### config.mk
export PLATFORM = sky130hd
export DESIGN_NAME = anp_link_ctrl
export DESIGN_NICKNAME = d
export VERILOG_FILES = /design/src/verilog/anp_pkg.sv /design/src/verilog/anp_tx_idle.sv /design/src/verilog/anp_link_ctrl.sv
export SDC_FILE = /design/constraint.sdc
export NUM_CORES = 1
export LEC_CHECK = 0
export CAP_MARGIN = 20
export CORE_UTILIZATION = 40
export CTS_CLUSTER_SIZE = 14
export DETAILED_ROUTE_END_ITERATION = 10
export DONT_BUFFER_PORTS = 1
export SKIP_CTS_REPAIR_TIMING = 1
export SLEW_MARGIN = 20
export SYNTH_ARGS = -nofsm -noshare
export SYNTH_HDL_FRONTEND = slang
export SYNTH_HIERARCHICAL = 1
export SYNTH_SLANG_ARGS = --single-unit
export TNS_END_PERCENT = 10
### constraint.sdc
create_clock -name ref_clk -period 2.47 [get_ports ref_clk]
set_input_delay 0.1235 -clock ref_clk [delete_from_list [all_inputs] [get_ports ref_clk]]
set_output_delay 0.1235 -clock ref_clk [all_outputs]
set_load 0.02 [all_outputs]
### src/verilog/anp_pkg.sv
// Shared constants and types for the next-page and low-power-idle control block.
`default_nettype none

package anp_pkg;

  // ---------------------------------------------------------------
  // Register offsets and reset values
  // ---------------------------------------------------------------
  localparam logic [15:0] REG_EEE_ADV = 16'h003c;
  localparam logic [15:0] REG_EEE_LP = 16'h003d;
  localparam logic [15:0] EEE_ADV_RST = 16'h0000;
  localparam logic [15:0] EEE_ADV_ON = 16'h0006;
  localparam logic [15:0] STATUS_RST = 16'h0000;

  // ---------------------------------------------------------------
  // Field positions and page encodings
  // ---------------------------------------------------------------
  localparam int EEE_1G_BIT = 2;
  localparam int EEE_100_BIT = 1;
  localparam int PAGE_NP_BIT = 15;
  localparam int PAGE_MP_BIT = 13;
  localparam int STRAP_EEE_POS = 4;
  localparam logic [10:0] MSG_GIGABIT = 11'h008;
  localparam logic [10:0] MSG_EEE = 11'h00a;
  localparam logic [3:0] IDLE_LO = 4'h1;
  localparam logic [3:0] IDLE_HI = 4'h0;

  // ---------------------------------------------------------------
  // Times as printed and the cycle counts derived from them
  // ---------------------------------------------------------------
  localparam int CLK_MHZ = 10;
  localparam int QUIET_MS = 20;
  localparam int REFRESH_US = 200;
  localparam int WAKE_1G_US = 16;
  localparam int WAKE_100_US = 30;
  localparam int HOLDOFF_S = 1;
  localparam int QUIET_CYC = QUIET_MS * 1000 * CLK_MHZ;
  localparam int REFRESH_CYC = REFRESH_US * CLK_MHZ;
  localparam int WAKE_1G_CYC = WAKE_1G_US * CLK_MHZ;
  localparam int WAKE_100_CYC = WAKE_100_US * CLK_MHZ;
  localparam int HOLDOFF_CYC = HOLDOFF_S * 1000000 * CLK_MHZ;

  // ---------------------------------------------------------------
  // Types
  // ---------------------------------------------------------------
  typedef enum logic [1:0] {
    ANP_SPD_10 = 2'b00,
    ANP_SPD_100 = 2'b01,
    ANP_SPD_1000 = 2'b10,
    ANP_SPD_RSV = 2'b11
  } anp_speed_e;

  typedef enum logic [2:0] {
    NP_IDLE = 3'b000,
    NP_GB_MSG = 3'b001,
    NP_GB_UF1 = 3'b010,
    NP_GB_UF2 = 3'b011,
    NP_EEE_MSG = 3'b100,
    NP_EEE_UF = 3'b101,
    NP_SW = 3'b110,
    NP_DONE = 3'b111
  } anp_np_state_e;

endpackage

`default_nettype wire

### src/verilog/anp_tx_idle.sv
// RGMII transmit sampler that recognises the MAC's low-power-idle pattern.
`default_nettype none

module anp_tx_idle
  import anp_pkg::*;
(
  // Clock and reset
  input wire logic ref_clk,
  input wire logic sys_rst,
  // RGMII transmit pins
  input wire logic txc,
  input wire logic tx_ctl,
  input wire logic [3:0] txd,
  // Mode and result
  input wire logic gig_mode,
  output logic mac_idle
);

  // ---------------------------------------------------------------
  // Pin synchronisers and edge finding
  // ---------------------------------------------------------------
  logic [5:0] pin_meta;
  logic [5:0] pin_sync;
  logic txc_q;
  logic rise;
  logic fall;
  logic ctl_r;
  logic ctl_f;
  logic [3:0] nib_lo;
  logic [3:0] nib_hi;
  logic idle_now;

  // Two flops on every pin before any logic looks at it.
  always_ff @(posedge ref_clk) begin
    if (sys_rst) begin
      pin_meta <= 6'h00;
      pin_sync <= 6'h00;
      txc_q <= 1'b0;
    end else begin
      pin_meta <= {txc, tx_ctl, txd};
      pin_sync <= pin_meta;
      txc_q <= pin_sync[5];
    end
  end

  // Edges of the sampled link clock.
  assign rise = pin_sync[5] & ~txc_q;
  assign fall = ~pin_sync[5] & txc_q;

  // ---------------------------------------------------------------
  // Double-edge capture
  // ---------------------------------------------------------------
  // Enable and low nibble on rising edges, error and high nibble on falling ones.
  always_ff @(posedge ref_clk) begin
    if (sys_rst) begin
      ctl_r <= 1'b1;
      ctl_f <= 1'b0;
      nib_lo <= 4'h0;
      nib_hi <= 4'h0;
    end else begin
      if (rise) begin
        ctl_r <= pin_sync[4];
        nib_lo <= pin_sync[3:0];
      end
      if (fall) begin
        ctl_f <= pin_sync[4];
        nib_hi <= pin_sync[3:0];
      end
    end
  end

  // The high nibble only counts at gigabit; at 100 Mb/s the pattern is one nibble.
  always_comb begin
    idle_now = ~ctl_r & ctl_f & (nib_lo == IDLE_LO) & (~gig_mode | (nib_hi == IDLE_HI));
  end

  // Registered result; with the clock stopped the captures simply hold.
  always_ff @(posedge ref_clk) begin
    if (sys_rst) begin
      mac_idle <= 1'b0;
    end else begin
      mac_idle <= idle_now;
    end
  end
endmodule

`default_nettype wire

### src/verilog/anp_link_ctrl.sv
// Next-page sequencing, duplex, fast link drop and transmit low-power-idle control.
// Summary of operation
// - Gigabit set: message code 8, two unformatted
// - Unformatted pages: leader/follower control, then seed
// - Store gigabit exchange result in status
// - Gigabit next pages are always sent
// - EEE message code 10 unless override set
// - EEE page sends advertisement, stores partner ability
// - Skip EEE pages when advertisement is zero
// - Software pages follow only if enabled
// - Parallel detect gives half unless forced
// - Enabled fast drop reports via in-band link
// - Gigabit drop: remote status low or unlock
// - 100 Mb/s drop: descrambler unlock only
// - Advertisement bits apply after negotiation restart
// - Idle default comes from mode straps
// - Transmit and receive idle kept separate
// - Refresh 200 us every 20 ms
// - Wake within 16 us or 30 us
// - Hold off idle one second after link
// - Enable/low nibble rising, error/high falling
// - Gigabit idle pattern enters, any change leaves
// - 100 Mb/s idle uses rising nibble only
`default_nettype none

module anp_link_ctrl
  import anp_pkg::*;
#(
  parameter int QUIET_CYCLES = QUIET_CYC,
  parameter int HOLDOFF_CYCLES = HOLDOFF_CYC
) (
  // Clock and reset
  input wire logic ref_clk,
  input wire logic sys_rst,
  // Management register port
  input wire logic mgmt_wr,
  input wire logic [15:0] mgmt_addr,
  input wire logic [15:0] mgmt_wdata,
  output logic [15:0] mgmt_rdata,
  // Straps and control bits
  input wire logic [4:0] mode_strap,
  input wire logic negotiation_restart_trigger,
  input wire logic [15:0] ms_ctrl,
  input wire logic [15:0] ls_seed,
  input wire logic [10:0] eee_msg_override,
  input wire logic adv_np_en,
  input wire logic pd_force_full_100m,
  input wire logic pd_force_full_10m,
  input wire logic fast_link_drop_en,
  input wire logic idle_link_up_holdoff,
  // Next-page exchange
  input wire logic an_np_start,
  output logic np_tx_valid,
  output logic [15:0] np_tx_page,
  input wire logic np_rx_valid,
  input wire logic [15:0] np_rx_page,
  input wire logic sw_np_valid,
  input wire logic [15:0] sw_np_page,
  output logic sw_np_ready,
  output logic np_done,
  // Exchange results
  output logic [15:0] ms_status,
  output logic [15:0] lp_eee_ability,
  // Link state
  input wire anp_speed_e link_speed,
  input wire logic link_up,
  input wire logic pd_link,
  input wire logic an_full_duplex,
  input wire logic remote_rx_ok,
  input wire logic descr_locked,
  output logic duplex_full,
  output logic inband_link_up,
  // RGMII transmit pins
  input wire logic txc,
  input wire logic tx_ctl,
  input wire logic [3:0] txd,
  // Low-power idle
  input wire logic rx_lpi_in,
  output logic tx_lpi_active,
  output logic rx_lpi_active,
  output logic refresh_active,
  output logic tx_wake_busy
);

  localparam int QW = $clog2(QUIET_CYCLES + 1);
  localparam int HW = $clog2(HOLDOFF_CYCLES + 1);

  // ---------------------------------------------------------------
  // Registers and strap capture
  // ---------------------------------------------------------------
  logic [15:0] eee_advertise;
  logic [15:0] eee_active;
  logic strap_done;
  logic eee_on;

  // Straps are caught on the first cycle after reset; restart copies the live value.
  always_ff @(posedge ref_clk) begin
    if (sys_rst) begin
      strap_done <= 1'b0;
      eee_advertise <= EEE_ADV_RST;
      eee_active <= EEE_ADV_RST;
    end else if (!strap_done) begin
      strap_done <= 1'b1;
      eee_advertise <= mode_strap[STRAP_EEE_POS] ? EEE_ADV_ON : EEE_ADV_RST;
      eee_active <= mode_strap[STRAP_EEE_POS] ? EEE_ADV_ON : EEE_ADV_RST;
    end else begin
      if (mgmt_wr && mgmt_addr == REG_EEE_ADV) begin
        eee_advertise <= mgmt_wdata;
      end
      if (negotiation_restart_trigger) begin
        eee_active <= eee_advertise;
      end
    end
  end

  assign eee_on = (eee_active != EEE_ADV_RST);

  // Read data is registered; unmapped offsets read as zero.
  always_ff @(posedge ref_clk) begin
    if (sys_rst) begin
      mgmt_rdata <= 16'h0000;
    end else if (mgmt_addr == REG_EEE_ADV) begin
      mgmt_rdata <= eee_advertise;
    end else if (mgmt_addr == REG_EEE_LP) begin
      mgmt_rdata <= lp_eee_ability;
    end else begin
      mgmt_rdata <= 16'h0000;
    end
  end

  // ---------------------------------------------------------------
  // Next-page sequencer
  // ---------------------------------------------------------------
  anp_np_state_e np_state;
  anp_np_state_e next_np_state;
  logic [10:0] eee_code;
  logic [15:0] next_page;

  assign eee_code = (eee_msg_override != 11'h000) ? eee_msg_override : MSG_EEE;

  // Each page advances when the partner's answering page arrives.
  always_comb begin
    next_np_state = np_state;
    unique case (np_state)
      NP_IDLE: begin
        if (an_np_start) begin
          next_np_state = NP_GB_MSG;
        end
      end
      NP_GB_MSG: begin
        if (np_rx_valid) begin
          next_np_state = NP_GB_UF1;
        end
      end
      NP_GB_UF1: begin
        if (np_rx_valid) begin
          next_np_state = NP_GB_UF2;
        end
      end
      NP_GB_UF2: begin
        if (np_rx_valid) begin
          next_np_state = eee_on ? NP_EEE_MSG : (adv_np_en ? NP_SW : NP_DONE);
        end
      end
      NP_EEE_MSG: begin
        if (np_rx_valid) begin
          next_np_state = NP_EEE_UF;
        end
      end
      NP_EEE_UF: begin
        if (np_rx_valid) begin
          next_np_state = adv_np_en ? NP_SW : NP_DONE;
        end
      end
      NP_SW: begin
        if (np_rx_valid && sw_np_valid && !sw_np_page[PAGE_NP_BIT]) begin
          next_np_state = NP_DONE;
        end
      end
      NP_DONE: begin
        if (an_np_start) begin
          next_np_state = NP_GB_MSG;
        end
      end
    endcase
    if (negotiation_restart_trigger) begin
      next_np_state = NP_IDLE;
    end
  end

  // Page content for the state being entered; next-page bit marks more to come.
  always_comb begin
    next_page = 16'h0000;
    unique case (next_np_state)
      NP_GB_MSG: begin
        next_page = {1'b1, 1'b0, 1'b1, 2'b00, MSG_GIGABIT};
      end
      NP_GB_UF1: begin
        next_page = {1'b1, 4'h0, ms_ctrl[10:0]};
      end
      NP_GB_UF2: begin
        next_page = {eee_on | adv_np_en, 4'h0, ls_seed[10:0]};
      end
      NP_EEE_MSG: begin
        next_page = {1'b1, 1'b0, 1'b1, 2'b00, eee_code};
      end
      NP_EEE_UF: begin
        next_page = {adv_np_en, 4'h0, eee_active[10:0]};
      end
      NP_SW: begin
        next_page = sw_np_page;
      end
      NP_IDLE, NP_DONE: begin
        next_page = 16'h0000;
      end
    endcase
  end

  // State and page register.
  always_ff @(posedge ref_clk) begin
    if (sys_rst) begin
      np_state <= NP_IDLE;
      np_tx_page <= 16'h0000;
    end else begin
      np_state <= next_np_state;
      np_tx_page <= next_page;
    end
  end

  // Offered while a page is held; software pages only once software has one.
  assign np_tx_valid = (np_state != NP_IDLE) && (np_state != NP_DONE) && ((np_state != NP_SW) || sw_np_valid);
  assign sw_np_ready = (np_state == NP_SW) && sw_np_valid && np_rx_valid;
  assign np_done = (np_state == NP_DONE);

  // Partner pages that carry results are kept; restart clears them.
  always_ff @(posedge ref_clk) begin
    if (sys_rst || negotiation_restart_trigger) begin
      ms_status <= STATUS_RST;
      lp_eee_ability <= STATUS_RST;
    end else if (np_rx_valid) begin
      if (np_state == NP_GB_UF1) begin
        ms_status <= np_rx_page;
      end
      if (np_state == NP_EEE_UF) begin
        lp_eee_ability <= np_rx_page;
      end
    end
  end

  // ---------------------------------------------------------------
  // Duplex and fast link drop
  // ---------------------------------------------------------------
  logic fast_link_drop;

  // Parallel-detected links are half duplex unless the per-speed override is set.
  always_ff @(posedge ref_clk) begin
    if (sys_rst) begin
      duplex_full <= 1'b0;
    end else if (pd_link) begin
      duplex_full <= (link_speed == ANP_SPD_100 && pd_force_full_100m) ||
                     (link_speed == ANP_SPD_10 && pd_force_full_10m);
    end else begin
      duplex_full <= an_full_duplex;
    end
  end

  // Drop is seen in one cycle, well inside the millisecond budget.
  always_comb begin
    fast_link_drop = 1'b0;
    if (fast_link_drop_en) begin
      if (link_speed == ANP_SPD_1000) begin
        fast_link_drop = !remote_rx_ok || !descr_locked;
      end else if (link_speed == ANP_SPD_100) begin
        fast_link_drop = !descr_locked;
      end
    end
  end

  // Link bit of the in-band status.
  always_ff @(posedge ref_clk) begin
    if (sys_rst) begin
      inband_link_up <= 1'b0;
    end else begin
      inband_link_up <= link_up && !fast_link_drop;
    end
  end

  // ---------------------------------------------------------------
  // Low-power idle: hold-off, entry, refresh and wake
  // ---------------------------------------------------------------
  logic mac_idle;
  logic [HW-1:0] holdoff_cnt;
  logic holdoff_done;
  logic speed_eee;
  logic [QW-1:0] quiet_cnt;
  logic [8:0] wake_cnt;

  anp_tx_idle u_tx_idle (
    .ref_clk(ref_clk),
    .sys_rst(sys_rst),
    .txc(txc),
    .tx_ctl(tx_ctl),
    .txd(txd),
    .gig_mode(link_speed == ANP_SPD_1000),
    .mac_idle(mac_idle)
  );

  // Idle is allowed only where both ends advertised it for the current speed.
  always_comb begin
    speed_eee = 1'b0;
    if (link_speed == ANP_SPD_1000) begin
      speed_eee = eee_active[EEE_1G_BIT] && lp_eee_ability[EEE_1G_BIT];
    end else if (link_speed == ANP_SPD_100) begin
      speed_eee = eee_active[EEE_100_BIT] && lp_eee_ability[EEE_100_BIT];
    end
  end

  // One-second wait after link up before any idle is sent.
  always_ff @(posedge ref_clk) begin
    if (sys_rst || !link_up) begin
      holdoff_cnt <= '0;
    end else if (holdoff_cnt != HW'(HOLDOFF_CYCLES)) begin
      holdoff_cnt <= holdoff_cnt + HW'(1);
    end
  end

  assign holdoff_done = !idle_link_up_holdoff || (holdoff_cnt == HW'(HOLDOFF_CYCLES));

  // Transmit and receive idle states are tracked on their own.
  always_ff @(posedge ref_clk) begin
    if (sys_rst) begin
      tx_lpi_active <= 1'b0;
      rx_lpi_active <= 1'b0;
    end else begin
      tx_lpi_active <= mac_idle && link_up && holdoff_done && speed_eee;
      rx_lpi_active <= rx_lpi_in && link_up && speed_eee;
    end
  end

  // Quiet for the period, with the refresh burst filling its last part.
  always_ff @(posedge ref_clk) begin
    if (sys_rst || !tx_lpi_active) begin
      quiet_cnt <= '0;
      refresh_active <= 1'b0;
    end else begin
      quiet_cnt <= (quiet_cnt == QW'(QUIET_CYCLES - 1)) ? '0 : quiet_cnt + QW'(1);
      refresh_active <= (quiet_cnt >= QW'(QUIET_CYCLES - REFRESH_CYC - 1)) &&
                        (quiet_cnt != QW'(QUIET_CYCLES - 1));
    end
  end

  // Wake time is held busy just under the wake budget after leaving idle; nothing is dropped meanwhile.
  always_ff @(posedge ref_clk) begin
    if (sys_rst) begin
      wake_cnt <= 9'h000;
    end else if (tx_lpi_active && !mac_idle) begin
      wake_cnt <= (link_speed == ANP_SPD_1000) ? 9'(WAKE_1G_CYC - 1) : 9'(WAKE_100_CYC - 1);
    end else if (wake_cnt != 9'h000) begin
      wake_cnt <= wake_cnt - 9'h001;
    end
  end

  assign tx_wake_busy = (wake_cnt != 9'h000);
endmodule

`default_nettype wire

==> results of run 1 <==
[final cells by class]
cell class / instances / area share
Sequential cell: 180 / 0.410
Multi-Input combinational cell: 571 / 0.400
Timing Repair Buffer: 75 / 0.0809
Clock buffer: 17 / 0.0484
Tap cell: 229 / 0.0326
Clock inverter: 15 / 0.0218
Inverter: 13 / 0.00555
[per-stage QoR]
step	area [um2]	util	power (uW)	setup WS, ns	cells
global placement	7590	0.421	3730	0.284	1011
CTS	8210	0.455	6490	0.192	1043
global route	8790	0.487	6810	0.0928	1100
finish	8790	0.487	6530	0.268	1100
floorplan	7360	-	3640	0.719	810
detailed placement	7590	0.421	3740	0.190	1011
[registers in the layout (all words and copies together) (netlist names), 3 cells and up]
signal and flops:
mgmt_rdata 16, np_tx_page 16, u_tx_idle/nib_hi 4, eee_active 16, u_tx_idle/nib_lo 4, eee_advertise 16, u_tx_idle/pin_sync 6, quiet_cnt 18
u_tx_idle/pin_meta 6, wake_cnt 9, lp_eee_ability 16, np_state 3, ms_status 16, holdoff_cnt 24
[cell families (layout without fill, tap and decap cells)]
logic type,count (synthesis),after routing
simple gates,343,343
flops,180,180
compound gates,126,126
mux,59,59
buf+inv,59,120
xor+xnor,39,39
fa+ha+maj,4,4
[layer usage]
metal	wire, um	up-vias
met4	177	0
met1	8310	2702
met5	0	-
met2	8930	167
li1	-	2923
met3	1420	9
[synth_stat cells (all sizes together), types with 2 or more instances]
| master | count |
|---|---|
| a222oi | 9 |
| a21oi | 59 |
| nor4bb | 2 |
| a211oi | 12 |
| xnor2 | 15 |
| nor4 | 12 |
| o21ai | 14 |
| mux2i | 59 |
| nor3b | 3 |
| inv | 12 |
| and4 | 8 |
| a221oi | 13 |
| nand4 | 11 |
| nor4b | 4 |
| and3 | 9 |
| a31oi | 3 |
| or2 | 2 |
| dfxtp | 180 |
| xor2 | 24 |
| and2 | 4 |
| clkbuf | 24 |
| nand2 | 103 |
| nand2b | 5 |
| ha | 4 |
| nor3 | 10 |
| nor2b | 15 |
| nand3 | 17 |
| o21a | 2 |
| or3 | 12 |
| a211o | 2 |
| a311oi | 2 |
| nor2 | 116 |
| nand3b | 4 |
| buf | 22 |
| nand4b | 3 |
[power by group]
| part | total (uW) | internal, uW | switching [uW] |
|---|---|---|---|
| clock network | 2740 | 1390 | 1350 |
| logic | 672 | 323 | 349 |
| registers | 3110 | 3000 | 114 |
[worst max-delay path by stage]
stage / startpoint / to / slack (ns) / cells past startpoint
after floorplan: np_state[1] / np_tx_page[3] / 0.72 / 8
after global placement: np_state[1] / np_tx_page[1] / 0.28 / 7
after detailed placement: np_state[1] / np_tx_page[1] / 0.19 / 7
after CTS: np_state[1] / np_tx_page[1] / 0.19 / 7
after global routing: np_state[0] / np_tx_page[1] / 0.09 / 7
final: np_state[0] / np_tx_page[1] / 0.27 / 7
[worst register-to-register path: stages (launching register included)]
cell      delay [ns]
dfxtp_1         0.51
nand4b_1        0.16
a21boi_1        0.18
or2_1           0.30
nor2_4          0.38
a221oi_1        0.16
buf_4           0.17
a211oi_1        0.26
==> flow_summary.ini, run 1 <==
[run_status]
outcome = complete, but fails checks
violations = negative hold slack

[cells_and_area]
multi_input_area_um2 = 3520
nets = 1000
layout_commonest_cell = dfxtp_1
ff_latch_area_um2 = 3610
layout-drive-gt1-share = 0.0792
insertedDiodeCount = 0
final_cell_mix = 178 x dfxtp_1, 115 x nor2_1, 103 x nand2_1
fill_cells = 1713
area_growth_pct = 19.3

[logic_synthesis]
avgSynthCellArea_um2 = 9.09
synth.mux.area_fraction = 0.0802
post_synth_xor_area_fraction = 0.0464
synth_edf_count = 0
synthTopCellsByArea = dfxtp_1 49%, mux2i_1 8.0%, nor2_1 5.9%, nand2_1 5.2%, a21oi_1 3.9%
ys_types = 61
yosys_warnings = 6
ys_seq_area_frac = 0.489
yosys.area_share.simple = 0.225
synthFlopType = dfxtp_1
synth_top_family_by_area = simple AND/OR/NAND/NOR gates
syn_inst = 810
synth_top_area_cell = dfxtp_1
synthesis.nets = 952
async_flop_share = 0
synth_top_area_share = 0.489
post_synth_fa_ha_maj_area_fraction = 0.00680
synth_compound_area_frac = 0.115
synth_area_um2 = 7360
synth-seq-cells = 180

[timing]
hold_viol_final = 5
fin_crit_ns = 2.20
fin_skew_ns = 0.0118
finalSetupViolations = 0
fin_crit_sh = 0.892
slew_viol_final = 0
clock.fmax_ghz = 0.454
setup_tns_ns = 0
relSlewSlack = 0.299
worst_pin_slew_ns = 1.05
rsz0062_at_grt = no
holdWs_ns = -0.0323

[job]
cap_viol_max_count = 0

[min_path]
hold_path_depth = 3
hold-path-endpoint = np_tx_page[15]
min-delay-path-class = input port to flop
min_from = adv_np_en

[critical_path]
arrival_ns = 2.53
r2r_slack_ns = 0.27
worstSetupPathType = flop to flop
reg2reg_from = np_state[0]
path_delay_family = simple AND/OR/NAND/NOR gates
path_buf_inv = 1
cp-start-kind = flop
cp_max_fo = 15
end_kind = flop
worstPathCellList = nand4b_1 > a21boi_1 > or2_1 > nor2_4 > a221oi_1 > buf_4 > a211oi_1
r2r_cells = 7
critPathSlowestCell = dfxtp_1
required_ns = 2.80
slowest_delay_ns = 0.51
reg2reg_to = np_tx_page[1]

[clocking]
clock_sinks = 180
htree_levels = 4
clkTransAtPathRegs_ns = 0.07
clock_latency_ns = 0.43
clock_path_buffers = 2
cts_root_buffer = clkbuf_16
cts_tree = done
numCtsBuffers = 17

[global_route]
grt-busiest-layer = met2
use_met3 = 0.0795
track_usage = 0.197
antenna_found_initial = 0
use_met2 = 0.316
grt-ovfl-total = 0
grt_pass1_vias = 5349
grt_max_degree = 49
grt_pass1_wl_um = 28200
use_met1 = 0.243

[routing]
drtIter0Drc = 343
finalWirelength_um = 18800
drt_pass1_iterations = 7
via_per_inst = 5.27
drtAntennaViolNets = 0
wl_per_cell_um = 17.1
vias = 5801
drc = 0

[floorplanning]
die_y_um = 138
die_x_um = 138
start_util = 0.409
row_count = 49
core_um2 = 18000
io_pins = 211
dieArea_um2 = 19000

[power_and_ir_drop]
leakagePower_uw = 0.00309
peakVddDrop_uv = 477
power_density_nw_per_um2 = 743

[placement]
gp_congestion = 0.826
port_buffers = 0
hpwl_um = 13200
(Power assumes the default switching activity.)
==> run 2: changes to the inputs <==
==> constraint.sdc (replaced) <==
create_clock -name ref_clk -period 1.9 [get_ports ref_clk]
set_input_delay 0.095 -clock ref_clk [delete_from_list [all_inputs] [get_ports ref_clk]]
set_output_delay 0.095 -clock ref_clk [all_outputs]
set_load 0.02 [all_outputs]
==> flow_summary.ini, run 2 (same netlist as run 1, synthesis figures left out) <==
[floorplanning]
dieArea_um2 = 19000
io_pins = 211
die_x_um = 138
core_um2 = 18000
die_y_um = 138
row_count = 49
start_util = 0.409

[timing]
rsz0062_at_grt = yes
worst_pin_slew_ns = 1.14
holdWs_ns = -0.0713
finalSetupViolations = 11
relSlewSlack = 0.239
clock.fmax_ghz = 0.510
fin_crit_ns = 1.96
fin_crit_sh = 1.03
setup_ws_ns = -0.0612
setup_tns_ns = -0.318
fin_skew_ns = 0.0131
slew_viol_final = 0
hold_viol_final = 21

[routing]
via_per_inst = 5.32
drc = 0
drtIter0Drc = 342
vias = 6166
drt_pass1_iterations = 7
wl_per_cell_um = 17.1
drtAntennaViolNets = 0
finalWirelength_um = 19800

[clocking]
cts_root_buffer = clkbuf_16
clock_sinks = 180
htree_levels = 4
clock_path_buffers = 2
cts_tree = done
clkTransAtPathRegs_ns = 0.08
numCtsBuffers = 17
clock_latency_ns = 0.45

[placement]
pre_cts_slack_ns = -0.188
gp_congestion = 0.860
port_buffers = 0
hpwl_um = 14000

[run_status]
outcome = complete, but fails checks
violations = negative hold slack, negative setup slack

[min_path]
min-delay-path-class = input port to flop
hold_path_depth = 2
hold-path-endpoint = np_tx_page[3]
min_from = sys_rst

[critical_path]
arrival_ns = 2.29
end_kind = flop
r2r_cells = 8
reg2reg_to = np_tx_page[15]
cp-start-kind = flop
r2r_slack_ns = -0.06
required_ns = 2.23
cp_max_fo = 13
worstSetupPathType = flop to flop
reg2reg_from = np_state[1]

[cells_and_area]
ff_latch_area_um2 = 3610
final_cell_mix = 174 x dfxtp_1, 115 x nor2_1, 101 x nand2_1
nets = 1058
fill_cells = 1674
area_growth_pct = 27.8
reg.largest.list = holdoff_cnt x24, quiet_cnt x18
largest_register_ffs = 24
layout_commonest_cell = dfxtp_1
layout-drive-gt1-share = 0.137
multi_input_area_um2 = 3580
insertedDiodeCount = 0
top_register = holdoff_cnt

[job]
cap_viol_max_count = 0

[global_route]
track_usage = 0.205
grt_pass1_vias = 5561
grt_pass1_wl_um = 29100
grt_max_degree = 49
grt-ovfl-total = 0
antenna_found_initial = 0

[power_and_ir_drop]
leakagePower_uw = 0.00347
peakVddDrop_uv = 702
power_density_nw_per_um2 = 919
power_uw = 8650
## run 2: cell types whose count changed in the layout (fill, tap and decap cells not counted), sizes merged
cell and change:
buf +42, dlygate4sd3 +16, inv -3, clkinv +3
## run 2: where the power goes
part	leakage (uW)	total, uW	internal, uW	switching [uW]
Clock	0.000302	3610	1810	1800
Sequential	0.00146	4060	3900	168
Combinational	0.00170	979	500	479
Total	0.00347	8650	6210	2450
## run 2: worst max path at each step
stage / startpoint / to / slack (ns) / cells past startpoint
5_1_grt: np_state[1] / np_tx_page[15] / -0.15 / 8
4_1_cts: eee_active[10] / np_tx_page[7] / -0.19 / 7
3_3_place_gp: eee_active[10] / np_tx_page[7] / -0.16 / 7
6_report: np_state[1] / np_tx_page[15] / -0.06 / 8
2_1_floorplan: np_state[1] / np_tx_page[3] / 0.15 / 8
3_5_place_dp: eee_active[10] / np_tx_page[7] / -0.19 / 7
## run 2: stage by stage
step | area [um2] | util | cells | hold slack, ns
detailed placement | 7950 | 0.441 | 1051 | 0.174
floorplan | 7360 | - | 810 | 0.167
global route | 9410 | 0.522 | 1158 | -0.0866
global placement | 7950 | 0.441 | 1051 | 0.174
finish | 9410 | 0.522 | 1158 | -0.0713
CTS | 8580 | 0.476 | 1083 | -0.295
## run 2: worst max-delay path: stages, from the launching register on
cell	delay, ns
dfxtp_2	0.35
buf_4	0.17
or3_1	0.38
o2111ai_2	0.10
nand3_2	0.10
a21oi_2	0.22
buf_4	0.24
nor2_1	0.08
a32o_1	0.21
## run 2: final cells by class
type | count | area share
flip-flops and latches | 180 | 0.384
well taps | 229 | 0.0304
inverters | 13 | 0.00518
multi-input cells | 571 | 0.381
clock buffers | 17 | 0.0452
clock inverters | 15 | 0.0217
repair buffers | 133 | 0.133
## run 2: routing by layer
metal	share of wire	track usage	vias to the layer above	wire length, um
met2	0.47	0.317	179	9290
met3	0.083	0.0865	28	1650
met5	0	0	-	0
li1	-	-	3052	-
met4	0.018	0.0785	0	361
met1	0.43	0.251	2907	8470
